[src/hw/pies_pkg.sv]
/*
 pies_pkg: register map, field layout, reset values and carrier types of the
 pin interrupt enable and sense block.
 assumes: a 32-bit apb slave with word-aligned registers.
*/
package pies_pkg;
   // ----------------------------------------------------------------
   // sizes
   // ----------------------------------------------------------------
   localparam int PIES_NUM_PINS = 9;          // pins 0..8
   localparam int PIES_DW = 32;               // apb data width
   localparam int PIES_AW = 8;                // apb address width used
   // ----------------------------------------------------------------
   // register offsets (byte addresses)
   // ----------------------------------------------------------------
   localparam logic [7:0] PIES_OFS_ENABLE = 8'h10;    // pin_irq_enable
   localparam logic [7:0] PIES_OFS_SENSE = 8'h14;     // pin_irq_sense
   localparam logic [7:0] PIES_OFS_MODE = 8'h18;      // pin_irq_level_edge_mode
   localparam logic [7:0] PIES_OFS_BOTH = 8'h1C;      // pin_irq_both_edges
   localparam logic [7:0] PIES_OFS_DEBOUNCE = 8'h24;  // pin_irq_debounce_enable
   localparam logic [7:0] PIES_OFS_STATUS = 8'h28;    // event status, write one to clear
   localparam logic [7:0] PIES_OFS_MASK = 8'h2C;      // event mask
   localparam logic [7:0] PIES_OFS_PENDING = 8'h30;   // per-pin pending, write one to clear
   localparam logic [7:0] PIES_OFS_PINS = 8'h34;      // synchronised pin levels, read only
   // ----------------------------------------------------------------
   // status fields and reset values
   // ----------------------------------------------------------------
   localparam int PIES_EVT_BIT = 0;                   // pin_interrupt_event position
   localparam logic [8:0] PIES_CFG_RESET = 9'h000;    // all pins disabled
   localparam logic [0:0] PIES_MASK_RESET = 1'h0;     // interrupt masked
   // ----------------------------------------------------------------
   // timing: debounce hold time
   // ----------------------------------------------------------------
   localparam int PIES_CLK_NS = 10;                   // 100 MHz pclk
   localparam int PIES_DEB_NS = 40;                   // least stable time
   localparam int PIES_DEB_CYC = (PIES_DEB_NS + PIES_CLK_NS - 1) / PIES_CLK_NS;
   // ----------------------------------------------------------------
   // carrier types
   // ----------------------------------------------------------------
   typedef struct packed {
      logic [8:0] enable;     // pin_irq_enable
      logic [8:0] sense;      // pin_irq_sense
      logic [8:0] mode;       // pin_irq_level_edge_mode
      logic [8:0] both;       // pin_irq_both_edges
      logic [8:0] debounce;   // pin_irq_debounce_enable
   } pies_cfg_s;
endpackage : pies_pkg

[src/hw/pies_top.sv]
/*
 pies_top: per-pin interrupt qualification for nine input pins, apb slave,
 sticky event status with mask and one level interrupt output.
 assumes: apb master per amba apb, pins asynchronous, one clock pclk.
*/
// The APB slave port was decided locally.
// Overview of operation
// disabled pin never raises an interrupt
// enable register, bit n for pin n
// enabled trigger sets pin interrupt event bit
// host writes zero to bits 31..9
// sense 0 high/rising, 1 low/falling
// sense register, bit n for pin n
// mode picks level/edge, sense picks polarity
// optional debounce suppresses short transients
// mode 0 level, 1 edge
// both-edges bit overrides sense in edge mode
// pins synchronised before detection
`timescale 1ns/1ps
`default_nettype none
module pies_top
   import pies_pkg::*;
#(
   parameter int NUM_PINS = PIES_NUM_PINS,
   parameter int DEB_CYC = PIES_DEB_CYC
) (
   // clock, reset, enable
   input wire logic pclk,
   input wire logic presetn,
   input wire logic ce,
   // apb slave
   input wire logic psel,
   input wire logic penable,
   input wire logic pwrite,
   input wire logic [PIES_AW-1:0] paddr,
   input wire logic [PIES_DW-1:0] pwdata,
   output logic [PIES_DW-1:0] prdata,
   output logic pready,
   output logic pslverr,
   // pins
   input wire logic [NUM_PINS-1:0] pin_in,
   // interrupt
   output logic irq
);
   initial begin
      if (NUM_PINS != PIES_NUM_PINS) $error("pies_top: NUM_PINS must be 9");
   end
   // ----------------------------------------------------------------
   // helpers
   // ----------------------------------------------------------------
   // zero-extend a pin vector onto the data bus
   function automatic logic [31:0] pies_ext(input logic [8:0] v);
      return {23'h000000, v};
   endfunction : pies_ext
   // decode whether a byte address is a mapped register
   function automatic logic pies_mapped(input logic [7:0] a);
      case (a)
         PIES_OFS_ENABLE, PIES_OFS_SENSE, PIES_OFS_MODE, PIES_OFS_BOTH,
         PIES_OFS_DEBOUNCE, PIES_OFS_STATUS, PIES_OFS_MASK, PIES_OFS_PENDING,
         PIES_OFS_PINS: return 1'b1;
         default: return 1'b0;
      endcase
   endfunction : pies_mapped
   // ----------------------------------------------------------------
   // pin filters
   // ----------------------------------------------------------------
   logic [8:0] lvl;  // synchronised, optionally debounced levels
   pies_cfg_s cfg;
   for (genvar i = 0; i < 9; i++) begin : g_pin
      pies_pin_filter #(.DEB_CYC(DEB_CYC)) u_flt (
         .pclk(pclk),
         .presetn(presetn),
         .ce(ce),
         .pin_in(pin_in[i]),
         .deb_en(cfg.debounce[i]),
         .level_out(lvl[i])
      );
   end
   // ----------------------------------------------------------------
   // state
   // ----------------------------------------------------------------
   typedef enum logic {PIES_IDLE, PIES_ACCESS} pies_ph_e;
   typedef struct packed {
      pies_cfg_s cfg;         // configuration registers
      logic [8:0] prev;       // previous filtered level, for edges
      logic primed;           // prev is valid; blocks a false edge after reset
      logic [8:0] pending;    // per-pin sticky trigger
      logic status;           // pin_interrupt_event sticky bit
      logic mask;             // interrupt mask
      pies_ph_e ph;           // apb phase
      logic [31:0] rdata;     // read data
      logic ready;            // pready
      logic err;              // pslverr
      logic irq;              // interrupt output
   } pies_st_s;
   pies_st_s st_reg, st_next;
   assign cfg = st_reg.cfg;
   // ----------------------------------------------------------------
   // trigger qualification
   // ----------------------------------------------------------------
   logic [8:0] act;    // level seen through polarity
   logic [8:0] rise;
   logic [8:0] fall;
   logic [8:0] trig;   // per-pin qualified condition
   always_comb begin
      act = lvl ^ cfg.sense;
      rise = st_reg.primed ? (lvl & ~st_reg.prev) : 9'h000;
      fall = st_reg.primed ? (~lvl & st_reg.prev) : 9'h000;
      for (int i = 0; i < 9; i++) begin
         if (!cfg.mode[i]) begin
            trig[i] = act[i];
         end else if (cfg.both[i]) begin
            trig[i] = rise[i] | fall[i];
         end else begin
            trig[i] = cfg.sense[i] ? fall[i] : rise[i];
         end
      end
      trig = trig & cfg.enable;
   end
   // ----------------------------------------------------------------
   // next state: apb access, sticky status, interrupt
   // ----------------------------------------------------------------
   logic wr_acc;        // write access taken this cycle
   logic rd_setup;      // setup cycle of a read or write
   logic [8:0] clr_pend;
   logic clr_stat;
   always_comb begin
      st_next = st_reg;
      wr_acc = 1'b0;
      rd_setup = psel && !penable;
      clr_pend = 9'h000;
      clr_stat = 1'b0;
      st_next.prev = lvl;
      st_next.primed = 1'b1;
      st_next.ready = 1'b0;
      st_next.err = 1'b0;
      case (st_reg.ph)
         PIES_IDLE: begin
            // setup seen: answer in the next (access) cycle, one wait-free
            if (rd_setup) begin
               st_next.ph = PIES_ACCESS;
               st_next.ready = 1'b1;
               st_next.err = !pies_mapped(paddr);
               st_next.rdata = 32'h00000000;
               if (!pwrite) begin
                  case (paddr)
                     PIES_OFS_ENABLE: st_next.rdata = pies_ext(cfg.enable);
                     PIES_OFS_SENSE: st_next.rdata = pies_ext(cfg.sense);
                     PIES_OFS_MODE: st_next.rdata = pies_ext(cfg.mode);
                     PIES_OFS_BOTH: st_next.rdata = pies_ext(cfg.both);
                     PIES_OFS_DEBOUNCE: st_next.rdata = pies_ext(cfg.debounce);
                     PIES_OFS_STATUS: st_next.rdata = {31'h00000000, st_reg.status};
                     PIES_OFS_MASK: st_next.rdata = {31'h00000000, st_reg.mask};
                     PIES_OFS_PENDING: st_next.rdata = pies_ext(st_reg.pending);
                     PIES_OFS_PINS: st_next.rdata = pies_ext(lvl);
                     default: st_next.rdata = 32'h00000000;
                  endcase
               end
            end
         end
         PIES_ACCESS: begin
            // access completes at this edge since pready is high
            st_next.ph = PIES_IDLE;
            wr_acc = psel && penable && pwrite;
         end
         default: st_next.ph = PIES_IDLE;
      endcase
      if (wr_acc) begin
         // upper bits are dropped; software keeps them zero R4
         case (paddr)
            PIES_OFS_ENABLE: st_next.cfg.enable = pwdata[8:0];
            PIES_OFS_SENSE: st_next.cfg.sense = pwdata[8:0];
            PIES_OFS_MODE: st_next.cfg.mode = pwdata[8:0];
            PIES_OFS_BOTH: st_next.cfg.both = pwdata[8:0];
            PIES_OFS_DEBOUNCE: st_next.cfg.debounce = pwdata[8:0];
            PIES_OFS_STATUS: clr_stat = pwdata[PIES_EVT_BIT];
            PIES_OFS_MASK: st_next.mask = pwdata[PIES_EVT_BIT];
            PIES_OFS_PENDING: clr_pend = pwdata[8:0];
            default: ;
         endcase
      end
      // set wins over clear so no trigger is lost
      st_next.pending = (st_reg.pending & ~clr_pend) | trig;
      st_next.status = (st_reg.status & ~clr_stat) | (|trig);
      st_next.irq = st_next.status & st_next.mask;
   end
   // registers
   always_ff @(posedge pclk or negedge presetn) begin
      if (!presetn) begin
         st_reg.cfg <= '{default: PIES_CFG_RESET};
         st_reg.prev <= 9'h000;
         st_reg.primed <= 1'b0;
         st_reg.pending <= 9'h000;
         st_reg.status <= 1'b0;
         st_reg.mask <= PIES_MASK_RESET;
         st_reg.ph <= PIES_IDLE;
         st_reg.rdata <= 32'h00000000;
         st_reg.ready <= 1'b0;
         st_reg.err <= 1'b0;
         st_reg.irq <= 1'b0;
      end else if (ce) begin
         st_reg <= st_next;
      end
   end
   assign prdata = st_reg.rdata;
   assign pready = st_reg.ready;
   assign pslverr = st_reg.err;
   assign irq = st_reg.irq;
   // ----------------------------------------------------------------
   // assertions
   // ----------------------------------------------------------------
   a_disabled_no_pend: assert property (@(posedge pclk) disable iff (!presetn)
      ce && !cfg.enable[0] && !st_reg.pending[0] |=> !st_reg.pending[0])
      else $error("disabled pin 0 set pending");
   a_enable_write_lands: assert property (@(posedge pclk) disable iff (!presetn)
      ce && wr_acc && paddr == PIES_OFS_ENABLE |=> cfg.enable == $past(pwdata[8:0]))
      else $error("enable write not stored");
   a_trig_sets_event: assert property (@(posedge pclk) disable iff (!presetn)
      ce && (|trig) |=> st_reg.status && irq == st_reg.mask)
      else $error("trigger did not set event");
   a_level_high_pend: assert property (@(posedge pclk) disable iff (!presetn)
      ce && cfg.enable[0] && !cfg.mode[0] && !cfg.sense[0] && lvl[0]
      |=> st_reg.pending[0])
      else $error("high level did not set pending");
   a_sense_low_pend: assert property (@(posedge pclk) disable iff (!presetn)
      ce && cfg.enable[3] && !cfg.mode[3] && cfg.sense[3] && !lvl[3]
      |=> st_reg.pending[3])
      else $error("low level did not set pending");
   a_edge_rise_only: assert property (@(posedge pclk) disable iff (!presetn)
      cfg.mode[0] && !cfg.both[0] && !cfg.sense[0] && trig[0]
      |-> lvl[0] && !st_reg.prev[0])
      else $error("rising edge mode fired without rise");
   a_both_edges: assert property (@(posedge pclk) disable iff (!presetn)
      cfg.enable[5] && cfg.mode[5] && cfg.both[5] && st_reg.primed
      && lvl[5] != st_reg.prev[5] |-> trig[5])
      else $error("both-edge mode missed an edge");
   a_irq_follows_mask: assert property (@(posedge pclk) disable iff (!presetn)
      irq |-> $past(st_next.status && st_next.mask))
      else $error("irq without masked status");
   a_apb_one_wait: assert property (@(posedge pclk) disable iff (!presetn)
      ce && psel && !penable && st_reg.ph == PIES_IDLE |=> pready) // APB port, decided locally
      else $error("apb answer late");
endmodule : pies_top
`default_nettype wire

[src/hw/pies_pin_filter.sv]
/*
 pies_pin_filter: synchroniser and optional debounce for one pin.
 assumes: pin_in is asynchronous; pclk 100 MHz; ce freezes state.
*/
`timescale 1ns/1ps
`default_nettype none
module pies_pin_filter
   import pies_pkg::*;
#(
   parameter int DEB_CYC = PIES_DEB_CYC
) (
   // clock and reset
   input wire logic pclk,
   input wire logic presetn,
   input wire logic ce,
   // pin side
   input wire logic pin_in,
   input wire logic deb_en,
   // filtered level
   output logic level_out
);
   initial begin
      if (DEB_CYC < 1 || DEB_CYC > 255) $error("pies_pin_filter: DEB_CYC out of range");
   end
   // ----------------------------------------------------------------
   // state
   // ----------------------------------------------------------------
   typedef struct packed {
      logic s1;           // first sync stage, read only by s2
      logic s2;           // second sync stage
      logic lvl;          // filtered level
      logic [7:0] cnt;    // stability counter
   } pies_flt_s;
   pies_flt_s st_reg, st_next;
   // next state: debounce only accepts a level held DEB_CYC cycles
   always_comb begin
      st_next = st_reg;
      st_next.s1 = pin_in;
      st_next.s2 = st_reg.s1;
      if (!deb_en) begin
         // bypass: one cycle of added latency beyond the synchroniser
         st_next.lvl = st_reg.s2;
         st_next.cnt = 8'h00;
      end else if (st_reg.s2 == st_reg.lvl) begin
         st_next.cnt = 8'h00;
      end else if (st_reg.cnt == 8'(DEB_CYC - 1)) begin
         st_next.lvl = st_reg.s2;
         st_next.cnt = 8'h00;
      end else begin
         st_next.cnt = st_reg.cnt + 8'h01;  // short pulses count here but never reach DEB_CYC
      end
   end
   // registers
   always_ff @(posedge pclk or negedge presetn) begin
      if (!presetn) begin
         st_reg <= '0;
      end else if (ce) begin
         st_reg <= st_next;
      end
   end
   assign level_out = st_reg.lvl;
endmodule : pies_pin_filter
`default_nettype wire

[config.mk]
export PLATFORM = sky130hd
export DESIGN_NAME = pies_top
export DESIGN_NICKNAME = d
export VERILOG_FILES = /design/src/hw/pies_pkg.sv /design/src/hw/pies_top.sv /design/src/hw/pies_pin_filter.sv
export SDC_FILE = /design/constraint.sdc
export NUM_CORES = 1
export LEC_CHECK = 0
export BUFFER_PORTS_ARGS = -buffer_cell sky130_fd_sc_hd__buf_2
export CAP_MARGIN = 20
export CORE_MARGIN = 3
export CORE_UTILIZATION = 56
export CTS_CLUSTER_SIZE = 12
export DETAILED_ROUTE_END_ITERATION = 12
export PLACE_DENSITY = 0.75
export SYNTH_ARGS = -nofsm -noshare
export SYNTH_HDL_FRONTEND = slang
export SYNTH_SLANG_ARGS = --single-unit
[constraint.sdc]
create_clock -name pclk -period 4.1 [get_ports pclk]
set_input_delay 0.82 -clock pclk [delete_from_list [all_inputs] [get_ports pclk]]
set_output_delay 0.82 -clock pclk [all_outputs]
set_load 0.01 [all_outputs]
==> flow_metrics.tcl <==
set metrics [dict create \
    status "finished, final reports clean" \
    vias 6463 \
    die_x_um 132 \
    io_pins 90 \
    portBuffers 43 \
    synth_cell_types 59 \
    clock_path_buffers 2 \
    die_y_um 132 \
    ys_warn_count 0 \
    final_common_cell "dfrtp_1" \
    fin_crit_ns 2.44 \
    dr.pass1.iters 5 \
    detail-route-antenna-nets 0 \
    synth_cells 830 \
    most-common-layout-cells "dfrtp_1, nand2_1, mux2_2, nor2_1, o21ai_0" \
    cp-end-kind "flip-flop" \
    finalSetupViolCount 0 \
    finalCritPeriodShare_pct 59.5 \
    grt_pass1_vias 6434 \
    cts_resized 0 \
    synth_ff_type "dfrtp_1" \
    cts_tree "done" \
    ys_async_sr_fraction_pct 100 \
    largest_reg_flops 81 \
    cts_max_level 4 \
    syn-cell-area_mm2 0.00892 \
    num_rows 45 \
    root_buffer "clkbuf_16" \
    synth_area_leaders "dfrtp_1, mux2_2, nand2_1, xor2_1, xnor2_1" \
    cts_buffers 17 \
    avgSynthCellArea_um2 10.7 \
    wl_per_cell_um 17.8 \
    hold_path_class "in2async" \
    drv_cap 0 \
    antenna_found_initial 1 \
    overflow 0 \
    slew_viol_final 0 \
    cts.sinks 177 \
    place.gp.congestion 0.866 \
    synthToLayoutAreaGrowth_pct 9.71 \
    postRouteWirelength_um 19300 \
    fp.dieArea_mm2 0.0175 \
    fin_skew_ns 0.00585 \
    crit_required_ns 4.40 \
    dr.first_iter.drc_count 524 \
    yosysTopAreaCell "dfrtp_1" \
    initial_utilization_pct 58.0 \
    clkLatencyLatePin_ns 0.42 \
    timing.fmax_mhz 410 \
    slew_headroom_pct 42.5 \
    synth_top_area_share_pct 49.6 \
    start_kind "input port" \
    cp.arrival_ns 2.74 \
    drc 0 \
    cts_hold_buf 0 \
    worstSetupPathType "in2reg" \
    power.leakage_nw 4.33 \
    timing_worst_slew_pin_value_ns 0.862 \
    hold_violations 0 \
    grt_max_degree 96 \
    synth_seq_area_share_pct 49.6 \
    fin_tns_setup_ns 0 \
    nets 926 \
    post_cts_buffers 0 \
    drive_above_1_share_pct 20.6 \
    ys_ff_latch 177 \
    ir_worst_vdd_uv 303 \
    grt_pass1_wl_um 32500 \
    synth_edf_count 0 \
    fin_util_pct 63.7 \
    rsz0062_at_grt "false" \
    p_per_area_mw_per_mm2 389 \
    drt-vias-per-instance 5.96 \
    path_clk_slew_ns 0.06 \
    grt.total_usage_pct 22.9 \
    dp_hpwl_um 13000 \
    core_mm2 0.0154 \
    worst-path-max-fanout 18 \
]
==> path summary, 6_finish.rpt <==
path | from | end | slack [ns] | cells past startpoint
worst max-delay path | paddr[3] | cfg[4] | 1.66 | 6
worst min-delay path | presetn | g_pin[2].u_flt.st_reg[6] | 0.46 | 1
worst max register to register | g_pin[2].u_flt.st_reg[1] | g_pin[2].u_flt.st_reg[4] | 1.97 | 6
worst min register to register | prdata[3] | prdata[3] | 0.48 | 2
max in group asynchronous | presetn | g_pin[5].u_flt.st_reg[9] | 2.63 | 2
min in group pclk | prdata[3] | prdata[3] | 0.48 | 2
==> routing by layer <==
metal | track usage, % | routed length [um] | share of wire [%]
met4 | 7.33 | 401 | 2.1
met3 | 5.46 | 1380 | 7.2
met2 | 36.7 | 9170 | 48
met5 | 0 | 13 | 0.067
met1 | 31.0 | 8290 | 43
==> worst max-delay path, cell delays in order <==
cell	delay (ns)
buf_2	0.23
nor3_1	0.32
nand2_1	0.30
nor2_1	0.22
nand2_1	0.41
mux2_2	0.43
==> Yosys cell counts, drive strengths merged, types with 6 or more instances <==
library cell and number:
dfrtp 177, nand2 96, mux2 82, nor2 62, buf 47, o21ai 46
nand3 38, xor2 37, xnor2 29, clkbuf 17, o2bb2ai 17, mux2i 15
nand4 14, o31ai 14, nor2b 12, or4 10, a21oi 9, ha 9
inv 9, nor3 8, a221oi 7, and3 7, nand2b 7, o311ai 7
a22o 6
==> metrics by stage <==
step	cells	instance area [um2]	hold slack, ns	setup WS (ns)	total power (W)
floorplan	852	9000	0.451	1.88	0.00215
global placement	1054	9210	0.459	1.35	0.00224
detailed placement	1054	9210	0.467	1.28	0.00225
CTS	1084	9780	0.484	1.73	0.00384
global route	1084	9780	0.512	1.51	0.00396
finish	1085	9790	0.458	1.66	0.00381
==> power by group <==
part	switching [W]	total [W]	internal, W	leakage, nW
Clock	0.000634	0.00159	0.000955	0.279
Sequential	0.0000777	0.00189	0.00182	2.35
Combinational	0.000180	0.000327	0.000147	1.70
Total	0.000892	0.00381	0.00292	4.33
==> cell families after synthesis <==
group	count (synthesis)	share of synthesized area [%]
xor gates and xnor gates	66	6.48
AOI/OAI and AO/OA	130	10.2
other	1	0.0420
buffers and inverters	74	4.57
muxes	97	12.0
and+or+nand+nor	276	15.7
adders and majority gates	9	1.26
DFF	177	49.6
==> layout make-up <==
class                           instances  area (um2)
Fill cell                            1182        5580
Antenna cell                            1        2.50
Inverter                               10        37.5
Multi-Input combinational cell        601        4170
Clock inverter                          5        77.6
Sequential cell                       177        4430
Clock buffer                           25         495
Timing Repair Buffer                   55         314
Tap cell                              211         264
Power figures use the tool's default switching activity.
